[src/hdl/mod_select_pkg.sv]
// Shared constants and types for the modulation selection control block
`default_nettype none
package mod_select_pkg;

  // APB register byte addresses
  localparam logic [7:0] ADDR_CONFIG = 8'h00;
  localparam logic [7:0] ADDR_CHB_FREQ = 8'h04;
  localparam logic [7:0] ADDR_KEYS = 8'h08;
  localparam logic [7:0] ADDR_SELECT = 8'h0C;
  localparam logic [7:0] ADDR_SETTING = 8'h10;
  localparam logic [7:0] ADDR_AMPL = 8'h14;
  localparam logic [7:0] ADDR_STATUS = 8'h18;

  // CONFIG fields
  localparam int CFG_MODE_LSB = 0;
  localparam int CFG_SUMMED_BIT = 2;

  // KEYS fields, each bit written as one is one key press
  localparam int KEY_A_AM_BIT = 0;
  localparam int KEY_A_PM_BIT = 1;
  localparam int KEY_B_AM_BIT = 2;
  localparam int KEY_B_PM_BIT = 3;
  localparam int KEY_PRESET_BIT = 4;
  localparam int KEY_SHOW_SETTING_BIT = 5;
  localparam int KEY_SHOW_OTHER_BIT = 6;
  localparam int KEY_PCT_UNIT_BIT = 7;
  localparam int KEY_DEG_UNIT_BIT = 8;

  // SETTING fields
  localparam int SET_VALUE_LSB = 0;
  localparam int SET_DEG_BIT = 16;

  // STATUS fields
  localparam int STAT_SET_REFUSED_BIT = 0;
  localparam int STAT_AMPL_REFUSED_BIT = 1;
  localparam int STAT_KEY_REFUSED_BIT = 2;
  localparam int STAT_SHOW_SETTING_BIT = 3;

  // Channel B frequency ceilings for internal modulation, in Hz
  localparam logic [31:0] INTERNAL_AMPLITUDE_MOD_SEL_MAX_FREQ_HZ = 32'h0001_86A0;
  localparam logic [31:0] INTERNAL_PHASE_MOD_SEL_MAX_FREQ_HZ = 32'h0000_1388;

  // Shared setting: tenths of a percent or hundredths of a degree
  localparam logic [15:0] SET_PCT_MAX = 16'h03E8;
  localparam logic [15:0] SET_DEG_MAX = 16'h8CA0;
  localparam logic [15:0] DEG_PER_PCT = 16'h0024;
  localparam logic [15:0] SET_RESET_VALUE = 16'h0000;

  localparam logic [31:0] APB_ZERO = 32'h0000_0000;

  typedef enum logic [1:0] {
    MODE_TWO_CHANNEL = 2'b00,
    MODE_TWO_PHASE = 2'b01,
    MODE_TWO_TONE = 2'b10,
    MODE_PULSE = 2'b11
  } op_mode_e;

  // Indicator flags; SELECT reads them in this order, first field highest
  typedef struct packed {
    logic a_internal_amplitude_mod_sel;
    logic a_external_amplitude_mod_sel;
    logic a_internal_phase_mod_sel;
    logic a_external_phase_mod_sel;
    logic dual_channel_locked_phase_mod_sel;
    logic b_external_amplitude_mod_sel;
    logic b_external_phase_mod_sel;
  } sel_flags_s;

  localparam sel_flags_s SEL_NONE = '0;

endpackage
`default_nettype wire

[src/hdl/mod_setting_unit.sv]
// Shared modulation depth/deviation setting with range check and unit conversion
`default_nettype none
module mod_setting_unit
  import mod_select_pkg::*;
(
  // Clock and reset
  input wire logic clk_i,
  input wire logic reset_n_i,
  // Entry
  input wire logic write_i,
  input wire logic [15:0] write_value_i,
  input wire logic write_deg_i,
  input wire logic pct_key_i,
  input wire logic deg_key_i,
  // Setting
  output logic [15:0] value_o,
  output logic is_deg_o,
  output logic refused_o
);

  typedef struct packed {
    logic [15:0] value;
    logic is_deg;
    logic refused;
  } setting_s;

  setting_s st;
  setting_s next_st;

  always_comb
  begin
    next_st = st;
    if (write_i)
    begin
      // One stored value serves both modulation types
      if (write_deg_i ? (write_value_i > SET_DEG_MAX) : (write_value_i > SET_PCT_MAX))
      begin
        next_st.refused = 1'b1;
      end
      else
      begin
        next_st.refused = 1'b0;
        next_st.value = write_value_i;
        next_st.is_deg = write_deg_i;
      end
    end
    else if (pct_key_i && st.is_deg)
    begin
      // Truncates: some degree values lose their last hundredths
      next_st.value = st.value / DEG_PER_PCT;
      next_st.is_deg = 1'b0;
    end
    else if (deg_key_i && !st.is_deg)
    begin
      next_st.value = st.value * DEG_PER_PCT;
      next_st.is_deg = 1'b1;
    end
  end

  always_ff @(posedge clk_i or negedge reset_n_i)
  begin
    if (!reset_n_i)
    begin
      st <= '{value: SET_RESET_VALUE, is_deg: 1'b0, refused: 1'b0};
    end
    else
    begin
      st <= next_st;
    end
  end

  assign value_o = st.value;
  assign is_deg_o = st.is_deg;
  assign refused_o = st.refused;

endmodule
`default_nettype wire

[src/hdl/modulation_select_control.sv]
// Modulation selection control: key stepping, gating, routing and APB registers
//
// Design decisions made here: the address map and the APB register port.
`default_nettype none
// Behaviour
// - Each key press steps its indicator to the next permitted selection.
// - Choices depend on mode; internal only in two-channel mode, else synchronous PM.
// - Mode change, preset, or stepping all lit selections off clears modulation.
// - Internal modulation uses channel B as source; only channel A output stays.
// - Internal AM needs two-channel mode, no summed output, channel B below 100 kHz.
// - Internal PM needs two-channel mode, no summed output, channel B below 5 kHz.
// - Any internal modulation forces channel B high-voltage option off.
// - With AM active, channel A amplitude entries limited to half range.
// - Depth accepted from 0 to 100 percent in 0.1 percent steps.
// - Deviation accepted from 0 to 360 degrees in 0.01 degree steps.
// - One modulation setting serves both AM and PM.
// - Percent unit key converts a degree setting to percent.
// - Depth/deviation indicator lit while the setting is displayed.
// - Synchronous PM holds channel B phase fixed to channel A.
// - Non two-channel modes: synchronous PM drives both channels, B may add external PM.
// - Two-channel mode: external PM of A and B enabled independently.
// - External AM per channel routes that channel's input to its modulator.
module modulation_select_control
  import mod_select_pkg::*;
#(
  parameter int AMPL_W = 16,
  parameter logic [15:0] AMPL_MAX = 16'h03E8
)
(
  // Clock and reset
  input wire logic clk_i,
  input wire logic reset_n_i,
  // APB slave
  input wire logic psel_i,
  input wire logic penable_i,
  input wire logic pwrite_i,
  input wire logic [7:0] paddr_i,
  input wire logic [31:0] pwdata_i,
  output logic [31:0] prdata_o,
  output logic pready_o,
  output logic pslverr_o,
  // Indicators
  output logic a_internal_amplitude_mod_sel_o,
  output logic a_external_amplitude_mod_sel_o,
  output logic a_internal_phase_mod_sel_o,
  output logic a_external_phase_mod_sel_o,
  output logic dual_channel_locked_phase_mod_sel_o,
  output logic b_external_amplitude_mod_sel_o,
  output logic b_external_phase_mod_sel_o,
  output logic mod_depth_deviation_entry_lit_o,
  // Synthesis and output path enables
  output logic chb_output_en_o,
  output logic chb_high_voltage_disable_o,
  output logic a_mod_from_chb_o,
  output logic a_am_input_en_o,
  output logic b_am_input_en_o,
  output logic a_pm_input_en_o,
  output logic b_pm_input_en_o,
  output logic b_pm_from_a_input_o,
  output logic b_phase_locked_to_a_o,
  // Settings
  output logic [15:0] mod_setting_o,
  output logic mod_setting_deg_o,
  output logic [AMPL_W-1:0] output_level_entry_o
);

  typedef struct packed {
    logic [31:0] prdata;
    logic pready;
    logic pslverr;
    op_mode_e mode;
    logic summed_output_operation;
    logic [31:0] chb_freq;
    sel_flags_s sel;
    logic show_setting;
    logic [AMPL_W-1:0] ampl;
    logic ampl_refused;
    logic key_refused;
    logic chb_out_en;
    logic chb_hv_dis;
    logic a_am_en;
    logic b_am_en;
    logic a_pm_en;
    logic b_pm_en;
    logic b_pm_from_a;
  } ctrl_s;

  ctrl_s st;
  ctrl_s next_st;

  logic rst_meta;
  logic rst_sync_n;

  logic setup_phase;
  logic wr_access;
  logic set_write;
  logic pct_key;
  logic deg_key;
  logic [15:0] setting_value;
  logic setting_deg;
  logic setting_refused;
  logic [31:0] read_word;
  logic addr_mapped;
  logic internal_amplitude_mod_sel_ok;
  logic internal_phase_mod_sel_ok;
  logic any_internal;
  logic a_am_active;
  logic [AMPL_W-1:0] ampl_limit;

  // Release of reset is synchronised; assertion stays asynchronous
  always_ff @(posedge clk_i or negedge reset_n_i)
  begin
    if (!reset_n_i)
    begin
      rst_meta <= 1'b0;
      rst_sync_n <= 1'b0;
    end
    else
    begin
      rst_meta <= 1'b1;
      rst_sync_n <= rst_meta;
    end
  end

  // Internal source allowed only in two-channel mode, unsummed, below a channel B ceiling
  function automatic logic internal_ok(input op_mode_e mode, input logic summed,
                                       input logic [31:0] freq, input logic [31:0] ceiling,
                                       input logic other_internal);
    internal_ok = (mode == MODE_TWO_CHANNEL) && !summed && (freq < ceiling) && !other_internal;
  endfunction

  function automatic logic is_mapped(input logic [7:0] addr);
    unique case (addr)
      ADDR_CONFIG, ADDR_CHB_FREQ, ADDR_KEYS, ADDR_SELECT,
      ADDR_SETTING, ADDR_AMPL, ADDR_STATUS: is_mapped = 1'b1;
      default: is_mapped = 1'b0;
    endcase
  endfunction

  assign setup_phase = psel_i && !penable_i;
  assign wr_access = psel_i && penable_i && st.pready && pwrite_i && !st.pslverr;
  assign addr_mapped = is_mapped(paddr_i);
  assign set_write = wr_access && (paddr_i == ADDR_SETTING);
  assign pct_key = wr_access && (paddr_i == ADDR_KEYS) && pwdata_i[KEY_PCT_UNIT_BIT];
  assign deg_key = wr_access && (paddr_i == ADDR_KEYS) && pwdata_i[KEY_DEG_UNIT_BIT];

  assign internal_amplitude_mod_sel_ok = internal_ok(st.mode, st.summed_output_operation, st.chb_freq,
                                 INTERNAL_AMPLITUDE_MOD_SEL_MAX_FREQ_HZ, st.sel.a_internal_phase_mod_sel);
  assign internal_phase_mod_sel_ok = internal_ok(st.mode, st.summed_output_operation, st.chb_freq,
                                 INTERNAL_PHASE_MOD_SEL_MAX_FREQ_HZ, st.sel.a_internal_amplitude_mod_sel);
  assign ampl_limit = AMPL_W'(AMPL_MAX);

  mod_setting_unit setting_unit (
    .clk_i(clk_i),
    .reset_n_i(rst_sync_n),
    .write_i(set_write),
    .write_value_i(pwdata_i[SET_VALUE_LSB +: 16]),
    .write_deg_i(pwdata_i[SET_DEG_BIT]),
    .pct_key_i(pct_key),
    .deg_key_i(deg_key),
    .value_o(setting_value),
    .is_deg_o(setting_deg),
    .refused_o(setting_refused)
  );

  always_comb
  begin
    read_word = APB_ZERO;
    unique case (paddr_i)
      ADDR_CONFIG:
      begin
        read_word[CFG_MODE_LSB +: 2] = st.mode;
        read_word[CFG_SUMMED_BIT] = st.summed_output_operation;
      end
      ADDR_CHB_FREQ: read_word = st.chb_freq;
      ADDR_SELECT: read_word[$bits(sel_flags_s)-1:0] = st.sel;
      ADDR_SETTING:
      begin
        read_word[SET_VALUE_LSB +: 16] = setting_value;
        read_word[SET_DEG_BIT] = setting_deg;
      end
      ADDR_AMPL: read_word[AMPL_W-1:0] = st.ampl;
      ADDR_STATUS:
      begin
        read_word[STAT_SET_REFUSED_BIT] = setting_refused;
        read_word[STAT_AMPL_REFUSED_BIT] = st.ampl_refused;
        read_word[STAT_KEY_REFUSED_BIT] = st.key_refused;
        read_word[STAT_SHOW_SETTING_BIT] = st.show_setting;
      end
      default: read_word = APB_ZERO;
    endcase
  end

  always_comb
  begin
    next_st = st;
    any_internal = 1'b0;
    a_am_active = 1'b0;
    // No wait state: the answer is prepared during setup and shown in the first access cycle
    next_st.pready = 1'b0;
    next_st.pslverr = 1'b0;
    if (setup_phase)
    begin
      next_st.pready = 1'b1;
      next_st.pslverr = !addr_mapped;
      next_st.prdata = (pwrite_i || !addr_mapped) ? APB_ZERO : read_word;
    end

    if (wr_access)
    begin
      unique case (paddr_i)
        ADDR_CONFIG:
        begin
          next_st.mode = op_mode_e'(pwdata_i[CFG_MODE_LSB +: 2]);
          next_st.summed_output_operation = pwdata_i[CFG_SUMMED_BIT];
          if (op_mode_e'(pwdata_i[CFG_MODE_LSB +: 2]) != st.mode)
          begin
            next_st.sel = SEL_NONE;
          end
        end
        ADDR_CHB_FREQ: next_st.chb_freq = pwdata_i;
        ADDR_KEYS:
        begin
          next_st.key_refused = 1'b0;
          if (pwdata_i[KEY_A_AM_BIT])
          begin
            // Off, internal when permitted, external, off
            if (st.sel.a_internal_amplitude_mod_sel)
            begin
              next_st.sel.a_internal_amplitude_mod_sel = 1'b0;
              next_st.sel.a_external_amplitude_mod_sel = 1'b1;
            end
            else if (st.sel.a_external_amplitude_mod_sel)
            begin
              next_st.sel.a_external_amplitude_mod_sel = 1'b0;
            end
            else if (internal_amplitude_mod_sel_ok)
            begin
              next_st.sel.a_internal_amplitude_mod_sel = 1'b1;
            end
            else
            begin
              next_st.key_refused = (st.mode == MODE_TWO_CHANNEL);
              next_st.sel.a_external_amplitude_mod_sel = 1'b1;
            end
          end
          if (pwdata_i[KEY_A_PM_BIT])
          begin
            if (st.mode != MODE_TWO_CHANNEL)
            begin
              // Only the synchronous choice exists outside two-channel mode
              next_st.sel.dual_channel_locked_phase_mod_sel =
                !st.sel.dual_channel_locked_phase_mod_sel;
            end
            else if (st.sel.a_internal_phase_mod_sel)
            begin
              next_st.sel.a_internal_phase_mod_sel = 1'b0;
              next_st.sel.a_external_phase_mod_sel = 1'b1;
            end
            else if (st.sel.a_external_phase_mod_sel)
            begin
              next_st.sel.a_external_phase_mod_sel = 1'b0;
            end
            else if (internal_phase_mod_sel_ok)
            begin
              next_st.sel.a_internal_phase_mod_sel = 1'b1;
            end
            else
            begin
              next_st.key_refused = 1'b1;
              next_st.sel.a_external_phase_mod_sel = 1'b1;
            end
          end
          if (pwdata_i[KEY_B_AM_BIT])
          begin
            next_st.sel.b_external_amplitude_mod_sel = !st.sel.b_external_amplitude_mod_sel;
          end
          if (pwdata_i[KEY_B_PM_BIT])
          begin
            next_st.sel.b_external_phase_mod_sel = !st.sel.b_external_phase_mod_sel;
          end
          if (pwdata_i[KEY_PRESET_BIT])
          begin
            next_st.sel = SEL_NONE;
            next_st.show_setting = 1'b0;
          end
          if (pwdata_i[KEY_SHOW_SETTING_BIT])
          begin
            next_st.show_setting = 1'b1;
          end
          else if (pwdata_i[KEY_SHOW_OTHER_BIT])
          begin
            next_st.show_setting = 1'b0;
          end
        end
        ADDR_SETTING: next_st.show_setting = 1'b1;
        ADDR_AMPL:
        begin
          // Half range while channel A is amplitude modulated
          if ((st.sel.a_internal_amplitude_mod_sel || st.sel.a_external_amplitude_mod_sel) ?
              (pwdata_i[AMPL_W-1:0] > (ampl_limit >> 1)) :
              (pwdata_i[AMPL_W-1:0] > ampl_limit))
          begin
            next_st.ampl_refused = 1'b1;
          end
          else
          begin
            next_st.ampl_refused = 1'b0;
            next_st.ampl = pwdata_i[AMPL_W-1:0];
          end
        end
        default: next_st.ampl_refused = st.ampl_refused;
      endcase
    end

    // Path controls follow the selections that take effect at the same edge
    any_internal = next_st.sel.a_internal_amplitude_mod_sel ||
                   next_st.sel.a_internal_phase_mod_sel;
    a_am_active = next_st.sel.a_external_amplitude_mod_sel;
    next_st.chb_out_en = !any_internal;
    next_st.chb_hv_dis = any_internal;
    next_st.a_am_en = a_am_active;
    next_st.b_am_en = next_st.sel.b_external_amplitude_mod_sel;
    next_st.a_pm_en = next_st.sel.a_external_phase_mod_sel ||
                      next_st.sel.dual_channel_locked_phase_mod_sel;
    next_st.b_pm_en = next_st.sel.b_external_phase_mod_sel;
    next_st.b_pm_from_a = next_st.sel.dual_channel_locked_phase_mod_sel;
  end

  always_ff @(posedge clk_i or negedge rst_sync_n)
  begin
    if (!rst_sync_n)
    begin
      st <= '0;
      st.chb_out_en <= 1'b1;
    end
    else
    begin
      st <= next_st;
    end
  end

  assign prdata_o = st.prdata;
  assign pready_o = st.pready;
  assign pslverr_o = st.pslverr;
  assign a_internal_amplitude_mod_sel_o = st.sel.a_internal_amplitude_mod_sel;
  assign a_external_amplitude_mod_sel_o = st.sel.a_external_amplitude_mod_sel;
  assign a_internal_phase_mod_sel_o = st.sel.a_internal_phase_mod_sel;
  assign a_external_phase_mod_sel_o = st.sel.a_external_phase_mod_sel;
  assign dual_channel_locked_phase_mod_sel_o = st.sel.dual_channel_locked_phase_mod_sel;
  assign b_external_amplitude_mod_sel_o = st.sel.b_external_amplitude_mod_sel;
  assign b_external_phase_mod_sel_o = st.sel.b_external_phase_mod_sel;
  assign mod_depth_deviation_entry_lit_o = st.show_setting;
  assign chb_output_en_o = st.chb_out_en;
  assign chb_high_voltage_disable_o = st.chb_hv_dis;
  assign a_mod_from_chb_o = st.chb_hv_dis;
  assign a_am_input_en_o = st.a_am_en;
  assign b_am_input_en_o = st.b_am_en;
  assign a_pm_input_en_o = st.a_pm_en;
  assign b_pm_input_en_o = st.b_pm_en;
  assign b_pm_from_a_input_o = st.b_pm_from_a;
  assign b_phase_locked_to_a_o = st.b_pm_from_a;
  assign mod_setting_o = setting_value;
  assign mod_setting_deg_o = setting_deg;
  assign output_level_entry_o = st.ampl;

endmodule
`default_nettype wire

[config.mk]
export PLATFORM = sky130hd
export DESIGN_NAME = modulation_select_control
export DESIGN_NICKNAME = d
export VERILOG_FILES = /design/src/hdl/mod_select_pkg.sv /design/src/hdl/mod_setting_unit.sv /design/src/hdl/modulation_select_control.sv
export SDC_FILE = /design/constraint.sdc
export NUM_CORES = 1
export LEC_CHECK = 0
export ABC_AREA = 1
export BUFFER_PORTS_ARGS = -buffer_cell sky130_fd_sc_hd__buf_2
export CORE_MARGIN = 2
export CORE_UTILIZATION = 47
export CTS_CLUSTER_DIAMETER = 80
export DETAILED_ROUTE_END_ITERATION = 8
export PLACE_DENSITY = 0.68
export SLEW_MARGIN = 15
export SYNTH_ARGS = -nofsm -noshare
export SYNTH_HDL_FRONTEND = slang
export SYNTH_HIERARCHICAL = 1
export SYNTH_SLANG_ARGS = --single-unit
[constraint.sdc]
create_clock -name clk_i -period 6.4 [get_ports clk_i]
set_input_delay 1.92 -clock clk_i [delete_from_list [all_inputs] [get_ports clk_i]]
set_output_delay 1.92 -clock clk_i [all_outputs]
set_load 0.01 [all_outputs]
==> impl_metrics.tcl, run 1 <==
set metrics [dict create \
    hold_class "flop to flop" \
    status "finished, final reports clean" \
    syn_area_sq_mm 0.00793 \
    grt_pass1_wl_um 34000 \
    post-dp-hpwl_um 15800 \
    cts.sinks 118 \
    vias 7184 \
    utilization 0.539 \
    drive_gt1_frac 0.235 \
    root_buffer "clkbuf_16" \
    slew_viol_final 0 \
    vdd_drop_max_v 0.000181 \
    setup_tns_ns 0 \
    cts_buffers 17 \
    yosysSeqAreaShare 0.372 \
    startpoint_type "flop" \
    clk_pin_slew_ns 0.06 \
    drc 0 \
    ys.flop_type "dfrtp_1" \
    cts_resized 0 \
    maxCapViolations 0 \
    fin_crit_sh 0.767 \
    ys_warn_count 6 \
    drt_first_pass_iters 8 \
    detail-route-antenna-nets 0 \
    r2r_end "setting_unit/value_o[0]$_DFFE_PN0P_" \
    reg2reg_slack_ns 1.49 \
    r2r_start "setting_unit/value_o[12]$_DFFE_PN0P_" \
    crit_fanout 7 \
    wl_per_cell_um 15.2 \
    clock_latency_ns 0.42 \
    yosysUniqueCellTypes 46 \
    rsz0062_at_grt "no" \
    place_area_sq_mm 0.00833 \
    p_leak_nw 4.80 \
    grt_max_degree 63 \
    dr.first_iter.drc_count 514 \
    gr-total-overflow 0 \
    synth_nets 1141 \
    drt_wl_total_um 21000 \
    fin_nets 1213 \
    grt_use_total 0.239 \
    grt_use_met2 0.388 \
    crit_slowest_cell "dfrtp_1" \
    initial_utilization 0.480 \
    synth_edf_count 0 \
    crit_type "flop to flop" \
    busiest_layer "met2" \
    async_flop_share 1.00 \
    crit_path_end_kind "flop" \
    die_y_um 134 \
    power_density_mw_per_mm2 207 \
    reg2reg_depth 46 \
    startpoint "setting_unit/value_o[12]$_DFFE_PN0P_" \
    fmax_mhz 204 \
    worst_slew_pin_slew_ns 1.08 \
    die_w_um 134 \
    cpMostUsedCell "nand2_2" \
    cp-endpoint "setting_unit/value_o[0]$_DFFE_PN0P_" \
    pin_count 129 \
    synth_cells 1076 \
    syn_area_per_cell_sq_um 7.37 \
    viasPerCell 5.21 \
    grt_use_met1 0.325 \
    die_area_sq_mm 0.0179 \
    numPortBuffers 128 \
    h-tree-depth 4 \
    synth-seq-cells 118 \
    relSlewSlack 0.276 \
    postCtsSetupBuffers 0 \
    finClkSkew_ns 0.0116 \
    first_global_vias 6725 \
    syn2layout_area_growth_pct 12.3 \
    core.rowCount 47 \
    arrival_ns 5.26 \
    gp_congestion 0.911 \
    worstPathRequired_ns 6.76 \
    num_antenna_cells 0 \
    tritoncts "yes" \
    fin_crit_ns 4.91 \
    clk_path_buf_depth 2 \
    core-area_sq_mm 0.0165 \
    use_met3 0.0431 \
    cp_slowest_stage_delay_ns 0.47 \
    ctsHoldBuffers 0 \
    final_design_area_no_fill_sq_mm 0.00891 \
    antenna_found_initial 0 \
    setup_viol 0 \
    finalHoldViolCount 0 \
]
## per-layer routing
layer  part of all wire  vias to the layer above
met5                  0                        -
met4              0.018                        0
met3              0.054                       28
met2               0.46                      219
met1               0.46                     3352
li1                   -                     3585
## flip-flops by register name, summed over array words and instances, names as in the netlist
| signal | count |
|---|---|
| a_am_input_en_o | 1 |
| a_external_phase_mod_sel_o | 1 |
| a_internal_amplitude_mod_sel_o | 1 |
| a_internal_phase_mod_sel_o | 1 |
| a_mod_from_chb_o | 1 |
| a_pm_input_en_o | 1 |
| b_am_input_en_o | 1 |
| b_phase_locked_to_a_o | 1 |
| b_pm_input_en_o | 1 |
| chb_output_en_o | 1 |
| mod_depth_deviation_entry_lit_o | 1 |
| output_level_entry_o | 16 |
| prdata_o | 32 |
| pready_o | 1 |
| pslverr_o | 1 |
| rst_meta | 1 |
| rst_sync_n | 1 |
| setting_unit/is_deg_o | 1 |
| setting_unit/refused_o | 1 |
| setting_unit/value_o | 16 |
| st | 37 |
## layout make-up
type	count	area (sq um)
inverter	121	457
clock buffer	23	508
timing repair buffer	131	663
tap	220	275
sequential	118	2960
clock inverter	8	71.3
fill	1608	7610
multi-input combinational	759	3980
## power by group
part,switching (W),leakage (nW),internal (W)
sequential,0.00000940,1.50,0.000750
clock,0.000331,0.291,0.000590
combinational,0.000113,3.00,0.0000528
total,0.000453,4.80,0.00139
## worst min path at each step
stage                  startpoint  depth (start not counted)              endpoint  slack [ns]
2_1_floorplan  rst_meta$_DFF_PN0_                          0  rst_sync_n$_DFF_PN0_        0.33
3_3_place_gp   rst_meta$_DFF_PN0_                          0  rst_sync_n$_DFF_PN0_        0.33
3_5_place_dp   rst_meta$_DFF_PN0_                          0  rst_sync_n$_DFF_PN0_        0.34
4_1_cts        rst_meta$_DFF_PN0_                          0  rst_sync_n$_DFF_PN0_        0.35
5_1_grt        rst_meta$_DFF_PN0_                          0  rst_sync_n$_DFF_PN0_        0.36
6_report       rst_meta$_DFF_PN0_                          0  rst_sync_n$_DFF_PN0_        0.35
## through the flow
step | std cells | hold slack (ns) | total power, W | setup WS (ns)
3_5_place_dp | 1349 | 0.343 | 0.000938 | 1.53
2_1_floorplan | 1076 | 0.331 | 0.000886 | 2.14
6_report | 1380 | 0.350 | 0.00185 | 1.49
4_1_cts | 1380 | 0.354 | 0.00186 | 1.52
3_3_place_gp | 1349 | 0.334 | 0.000937 | 1.60
5_1_grt | 1380 | 0.356 | 0.00192 | 0.850
## worst max-delay path, delay by kind of cell, from the launching register on
family / cells / cell delay [ns]
flops: 1 / 0.47
buf+inv: 3 / 0.18
xor+xnor: 1 / 0.16
compound gates: 2 / 0.34
simple gates: 40 / 3.72
## placed cells by master, fill, tap and decap left out, types with 2 or more instances in the layout
cell	instances
nand2_2	43
clkinv_2	7
xor2_1	8
a221oi_1	6
nand4_1	29
a22oi_1	11
ha_1	19
nand2_1	314
nor3_1	9
a31oi_1	4
nor2_4	5
o221ai_1	3
o21ai_1	13
dfrtp_1	116
clkbuf_8	6
nor2_1	90
a21oi_2	3
buf_4	3
nor2_2	7
nand3_1	65
a21oi_1	26
o21ai_2	10
o21ai_0	56
xnor2_1	2
inv_2	13
nand4_2	3
buf_2	128
nand3_2	3
inv_1	105
mux2_4	15
clkbuf_16	17
nand2_4	3
## synthesized netlist by cell type, types with 11 or more instances
master,n,area share
o21ai_0,56,0.035
nand3_1,65,0.041
a21oi_1,26,0.016
ha_1,19,0.030
clkbuf_1,11,0.0052
mux2_4,15,0.028
nand4_1,29,0.023
inv_1,105,0.050
nand2_1,314,0.15
buf_4,60,0.057
inv_2,13,0.0062
nand2_2,43,0.034
dfrtp_1,117,0.37
nor2_1,90,0.043
a22oi_1,11,0.010
o21ai_1,13,0.0082
## logic make-up after synthesis
kind of cell,Yosys count,synth area share
AND/OR/NAND/NOR,574,0.324
buffers and inverters,199,0.127
AO/OA/AOI/OAI,139,0.105
flip-flops,118,0.372
adder cells (fa/ha/maj),20,0.0325
multiplexers,15,0.0284
XOR/XNOR,10,0.0110
other,1,0.000473
Note: power is estimated with default switching activity, not from simulation.
==> run 2, diff against run 1 <==
Settings changed: ABC_AREA 1 to 0.
Clock period 6.4 ns to 4.8 ns, I/O delays scaled along.
==> run 2 against run 1 <==
  * Cell area grew 5.8%
  * Largest cell class unchanged
  * Global-route usage grew 0.77 points
  * Via count down 2.7%
  * Synthesized cell count decreased by 23%
  * Routed wire length rose by 7.5%
  * Total power grew 41%
  * Largest power group unchanged
  * Die area is 1.6% higher
  * Clock power rose by 40%
  * Final cell count shrank 16%
  * Utilization rose by 2.5 points
  * First-iteration DRC count is 15% higher
==> impl_metrics.tcl, run 2 <==
set metrics [dict create \
    vdd_drop_max_v 0.000261 \
    clock_latency_ns 0.42 \
    dr.first_iter.drc_count 591 \
    h-tree-depth 4 \
    largest_register "st" \
    synth_cells 826 \
    status "finished, final reports clean" \
    ys_warn_count 6 \
    finClkSkew_ns 0.00845 \
    vias 6993 \
    synth_common_cells "dfrtp_1 (117), nor2_1 (59), buf_4 (56)" \
    cp_slowest_stage_delay_ns 0.53 \
    ctsHoldBuffers 0 \
    num_antenna_cells 0 \
    die_w_um 135 \
    antenna_found_initial 1 \
    grt_use_total 0.246 \
    synth_edf_count 0 \
    rsz0062_at_grt "yes" \
    cts.sinks 118 \
    maxCapViolations 0 \
    path_cells "buf_4 -> nor3b_2 -> o21a_1 -> nor4b_4 -> or2_4 -> a2111o_1 -> mux2_4 -> a21boi_4 -> o21bai_4 -> xnor2_2 -> a2111o_1 -> a21oi_4 -> nor2_4 -> o41ai_4 -> a221oi_1 -> or4_1 -> a21oi_1" \
    detail-route-antenna-nets 0 \
    synth_top_area_frac 0.363 \
    grt_max_degree 72 \
    fin_crit_sh 0.996 \
    gr-total-overflow 0 \
    hold_class "flop to flop" \
    yosys.area.top_type "dfrtp_1" \
    cts_buffers 17 \
    gp_congestion 0.909 \
    core-area_sq_mm 0.0167 \
    ys.flop_type "dfrtp_1" \
    synth_nets 891 \
    arrival_ns 5.13 \
    relSlewSlack 0.356 \
    slew_viol_final 0 \
    crit_type "flop to flop" \
    worst_slew_pin_slew_ns 0.965 \
    worstPathRequired_ns 5.15 \
    hold_depth 0 \
    tritoncts "yes" \
    final_cell_mix "buf_2 (128), dfrtp_1 (112), nor2_1 (59)" \
    numPortBuffers 128 \
    clk_pin_slew_ns 0.06 \
    yosysSeqAreaShare 0.366 \
    power_density_mw_per_mm2 275 \
    crit_slowest_cell "or4_1" \
    fin_crit_ns 4.78 \
    viasPerCell 6.05 \
    finalHoldViolCount 0 \
    async_flop_share 1.00 \
    root_buffer "clkbuf_16" \
    clk_path_buf_depth 2 \
    drt_first_pass_iters 5 \
    syn2layout_area_growth_pct 16.9 \
    wl_per_cell_um 19.6 \
    setup_viol 0 \
    largest_reg_flops 37 \
    layout_commonest_cell "buf_2" \
    syn_area_per_cell_sq_um 9.76 \
    first_global_vias 6614 \
    fin_nets 988 \
    p_leak_nw 4.59 \
    cpMostUsedCell "a2111o_1" \
    startpoint_type "flop" \
    drt_wl_total_um 22600 \
    setup_tns_ns 0 \
    yosysMostFrequentCell "dfrtp_1" \
    yosysUniqueCellTypes 105 \
    crit_fanout 9 \
    initial_utilization 0.483 \
    die_area_sq_mm 0.0182 \
    fin_hold_ws_ns 0.353 \
    fmax_mhz 209 \
    die_y_um 135 \
    core.rowCount 47 \
    synth_area_leaders "dfrtp_1 (36%), mux2_2 (7.7%), buf_4 (5.2%)" \
    grt_pass1_wl_um 35400 \
    syn_area_sq_mm 0.00806 \
    pin_count 129 \
    post-dp-hpwl_um 16200 \
    synth-seq-cells 118 \
    drive_gt1_frac 0.344 \
    crit_path_end_kind "flop" \
    reg2reg_depth 17 \
    drc 0 \
]
run 2: stage by stage:
stage | cells | setup WS (ns) | cell area (sq um) | power, W | utilization
2_1_floorplan | 826 | 0.269 | 8060 | 0.00120 | -
3_3_place_gp | 1114 | 0.0211 | 8630 | 0.00129 | 0.516
3_5_place_dp | 1114 | -0.0446 | 8630 | 0.00130 | 0.516
4_1_cts | 1146 | 0.00755 | 9240 | 0.00259 | 0.553
5_1_grt | 1156 | -0.195 | 9420 | 0.00268 | 0.564
6_report | 1156 | 0.0189 | 9420 | 0.00260 | 0.564
run 2: final timing paths:
check / end / slack, ns / from
min in group asynchronous: st[33]$_DFFE_PN0P_ / 0.48 / rst_sync_n$_DFF_PN0_
worst max-delay path: setting_unit/value_o[0]$_DFFE_PN0P_ / 0.02 / setting_unit/value_o[13]$_DFFE_PN0P_
max in group asynchronous: prdata_o[31]$_DFFE_PN0P_ / 3.21 / rst_sync_n$_DFF_PN0_
worst max register to register: setting_unit/value_o[0]$_DFFE_PN0P_ / 0.02 / setting_unit/value_o[13]$_DFFE_PN0P_
worst min-delay path: rst_sync_n$_DFF_PN0_ / 0.35 / rst_meta$_DFF_PN0_
worst min register to register: rst_sync_n$_DFF_PN0_ / 0.35 / rst_meta$_DFF_PN0_
run 2: power breakdown:
group          internal [W]  switching [W]
Combinational      0.000118       0.000168
Clock              0.000777       0.000514
Sequential          0.00100      0.0000183
run 2: logic make-up after synthesis:
group | Yosys count | synth area share
buffers and inverters | 116 | 0.0872
muxes | 72 | 0.100
AOI/OAI and AO/OA | 241 | 0.220
xor gates and xnor gates | 14 | 0.0152
DFF | 118 | 0.366
and+or+nand+nor | 244 | 0.178
adders and majority gates | 20 | 0.0320
other | 1 | 0.000465
run 2: timing repair:
item / in CTS / in global routing
setup buffers: 0 / 10
pin swaps: 0 / 10
resized for setup: 5 / 21
endpoints found under the setup margin: 1 / 3
run 2: metal layers:
| metal | GRT usage | wire [um] |
|---|---|---|
| met5 | 0 | 13 |
| met3 | 0.0495 | 1500 |
| met1 | 0.352 | 10400 |
| met4 | 0.0810 | 422 |
| met2 | 0.376 | 10300 |
run 2: cell type report:
type                       count  area, sq um
multi-input combinational    592         4530
sequential                   118         2960
tap                          220          275
fill                        1490         7280
timing repair buffer         173          978
clock buffer                  17          425
clock inverter                15          169
inverter                      21         78.8
run 2: worst max-delay path, delay by kind of cell (launching register included):
kind	cells	cell delay (ns)
compound gates	9	2.35
simple gates	5	1.19
flops	1	0.43
mux	1	0.35
buf+inv	1	0.21
xor+xnor	1	0.16
==> run 3, diff against run 2 <==
Settings changed: CORE_MARGIN 2 to default.
==> run 3 against run 2 <==
  * Count of clock-buffer cells in the layout increased by 5
  * Total power increased by 8.7%
  * Critical path depth unchanged
  * Critical path type unchanged
  * Largest cell class unchanged
  * Largest power group unchanged
  * Highest routed layer is now met4
==> impl_metrics.tcl, run 3 (same netlist as run 2, synthesis figures left out) <==
set metrics [dict create \
    status "finished, final reports clean" \
    crit_slowest_cell "or4_1" \
    wl_per_cell_um 19.6 \
    startpoint_type "flop" \
    fin_nets 994 \
    viasPerCell 6.02 \
    die_area_sq_mm 0.0177 \
    hold_class "flop to asynchronous set/reset pin" \
    first_global_vias 6628 \
    worstPathRequired_ns 5.15 \
    power_switching_w 0.000668 \
    p_leak_nw 4.69 \
    vias 6999 \
    drc 0 \
    slew_viol_final 0 \
    place_area_sq_mm 0.00863 \
    numPortBuffers 128 \
    pin_count 129 \
    cts.sinks 118 \
    die_w_um 133 \
    cts_buffers 17 \
    power_density_mw_per_mm2 292 \
    initial_utilization 0.484 \
    grt_max_degree 80 \
    syn2layout_area_growth_pct 19.7 \
    gp_congestion 0.890 \
    swShare 0.237 \
    drt_wl_total_um 22700 \
    post-dp-hpwl_um 16100 \
    setup_viol 0 \
    final-instance-count-excl-fill 1162 \
    final_design_area_no_fill_sq_mm 0.00965 \
    reg2reg_slack_ns 0.04 \
    dp.cells 1115 \
    drt_first_pass_iters 6 \
    reg2reg_depth 17 \
    grt_use_total 0.259 \
    num_antenna_cells 0 \
    h-tree-depth 4 \
    gr-total-overflow 0 \
    fill_cells 1452 \
    seqPwrFrac 0.358 \
    fmax_mhz 210 \
    die_y_um 133 \
    core-area_sq_mm 0.0166 \
    relSlewSlack 0.440 \
    fin_crit_ns 4.76 \
    clock_latency_ns 0.42 \
    dr.first_iter.drc_count 570 \
    utilization 0.580 \
    finalHoldViolCount 0 \
    setup_tns_ns 0 \
    cp_slowest_stage_delay_ns 0.51 \
    cpMostUsedCell "a2111o_1" \
    drive_gt1_frac 0.360 \
    internal_power_w 0.00215 \
    crit_fanout 6 \
    rsz0062_at_grt "yes" \
    layout_commonest_cell "buf_2" \
    finClkSkew_ns 0.00883 \
    path_cells "buf_2 -> buf_4 -> a211o_1 -> nor4b_4 -> o31ai_2 -> a2111o_1 -> mux2_4 -> a21boi_4 -> o21bai_4 -> xnor2_1 -> a2111o_1 -> a21oi_4 -> nor2_2 -> o41ai_4 -> a211oi_2 -> or4_1 -> a21oi_1" \
    p_clk_frac 0.527 \
    core.rowCount 47 \
    vdd_drop_max_v 0.000208 \
    detail-route-antenna-nets 0 \
    crit_path_end_kind "flop" \
    worst_slew_pin_slew_ns 0.834 \
    grt_pass1_wl_um 35800 \
    largest_reg_flops 37 \
    r2r_end "setting_unit/value_o[0]$_DFFE_PN0P_" \
    clk_path_buf_depth 2 \
    r2r_start "setting_unit/value_o[11]$_DFFE_PN0P_" \
    root_buffer "clkbuf_16" \
    arrival_ns 5.11 \
    crit_type "flop to flop" \
    comb_power_share 0.114 \
    final_cell_mix "buf_2 (130), dfrtp_1 (111), nor2_1 (58)" \
    tritoncts "yes" \
    antenna_found_initial 0 \
    largest_register "st" \
    clk_pin_slew_ns 0.06 \
    maxCapViolations 0 \
    fin_crit_sh 0.993 \
]
[run 3: changes by cell type in the layout (fill, tap and decap cells not counted), moves of 2 or more]
cell / change
inv_6: -2
o2111ai_1: -2
inv_8: -2
bufinv_16: +4
buf_4: +3
nor2_2: +2
clkbuf_8: +3
buf_2: +2
o2111ai_2: +2
clkbuf_1: +2
clkinvlp_4: -2
clkinv_2: -2
[run 3: worst max-delay path: cells and delay by family, from the launching register on]
kind,cells,cell delay [ns]
flip-flops,1,0.43
buffers and inverters,2,0.30
multiplexers,1,0.35
AO/OA/AOI/OAI,10,2.53
AND/OR/NAND/NOR,3,0.92
XOR/XNOR,1,0.16
[run 3: repair_timing]
| item | in CTS | in global routing |
|---|---|---|
| setup endpoints to repair | 0 | 3 |
| hold buffers | 0 | 0 |
| setup buffers | 0 | 14 |
| gates resized for setup | 0 | 44 |
[run 3: power by group through the flow]
stage                     logic [W]  registers (W)  clock network (W)
after floorplan            0.000164        0.00104                  0
after global placement     0.000258        0.00104                  0
after detailed placement   0.000258        0.00104                  0
after CTS                  0.000259        0.00102            0.00150
after global routing       0.000348        0.00101            0.00155
final                      0.000323        0.00101            0.00149
[run 3: per-stage QoR]
stage / setup WS, ns / total power [W] / hold slack, ns
after detailed placement: 0.0372 / 0.00130 / 0.342
after CTS: 0.00432 / 0.00278 / 0.355
after global routing: -0.247 / 0.00291 / 0.252
after global placement: 0.0575 / 0.00130 / 0.337
after floorplan: 0.269 / 0.00120 / 0.331
final: 0.0354 / 0.00282 / 0.219
[run 3: worst max path at each step]
stage               slack (ns)                                 start                                  end
global route             -0.25  setting_unit/value_o[10]$_DFFE_PN0P_  setting_unit/value_o[0]$_DFFE_PN0P_
finish                    0.04  setting_unit/value_o[11]$_DFFE_PN0P_  setting_unit/value_o[0]$_DFFE_PN0P_
detailed placement        0.04  setting_unit/value_o[10]$_DFFE_PN0P_  setting_unit/value_o[0]$_DFFE_PN0P_
CTS                      0.004  setting_unit/value_o[10]$_DFFE_PN0P_  setting_unit/value_o[0]$_DFFE_PN0P_
floorplan                 0.27  setting_unit/value_o[10]$_DFFE_PN0P_  setting_unit/value_o[0]$_DFFE_PN0P_
global placement          0.06  setting_unit/value_o[14]$_DFFE_PN0P_  setting_unit/value_o[0]$_DFFE_PN0P_
[run 3: area by class of cell]
cell class                 instances  area (sq um)  area share
timing repair buffer             179          1040       0.108
clock inverter                    10           215      0.0223
clock buffer                      22           474      0.0491
inverter                          21          78.8     0.00817
tap                              220           275      0.0285
sequential                       118          2960       0.307
multi-input combinational        592          4610       0.477
[run 3: per-layer routing]
metal	GRT usage	vias to the layer above	wire length, um	share of wire
li1	-	3262	-	-
met3	0.0552	37	1460	0.064
met4	0.0849	0	422	0.019
met5	0	-	0	0
met2	0.402	268	10500	0.46
met1	0.359	3432	10300	0.45
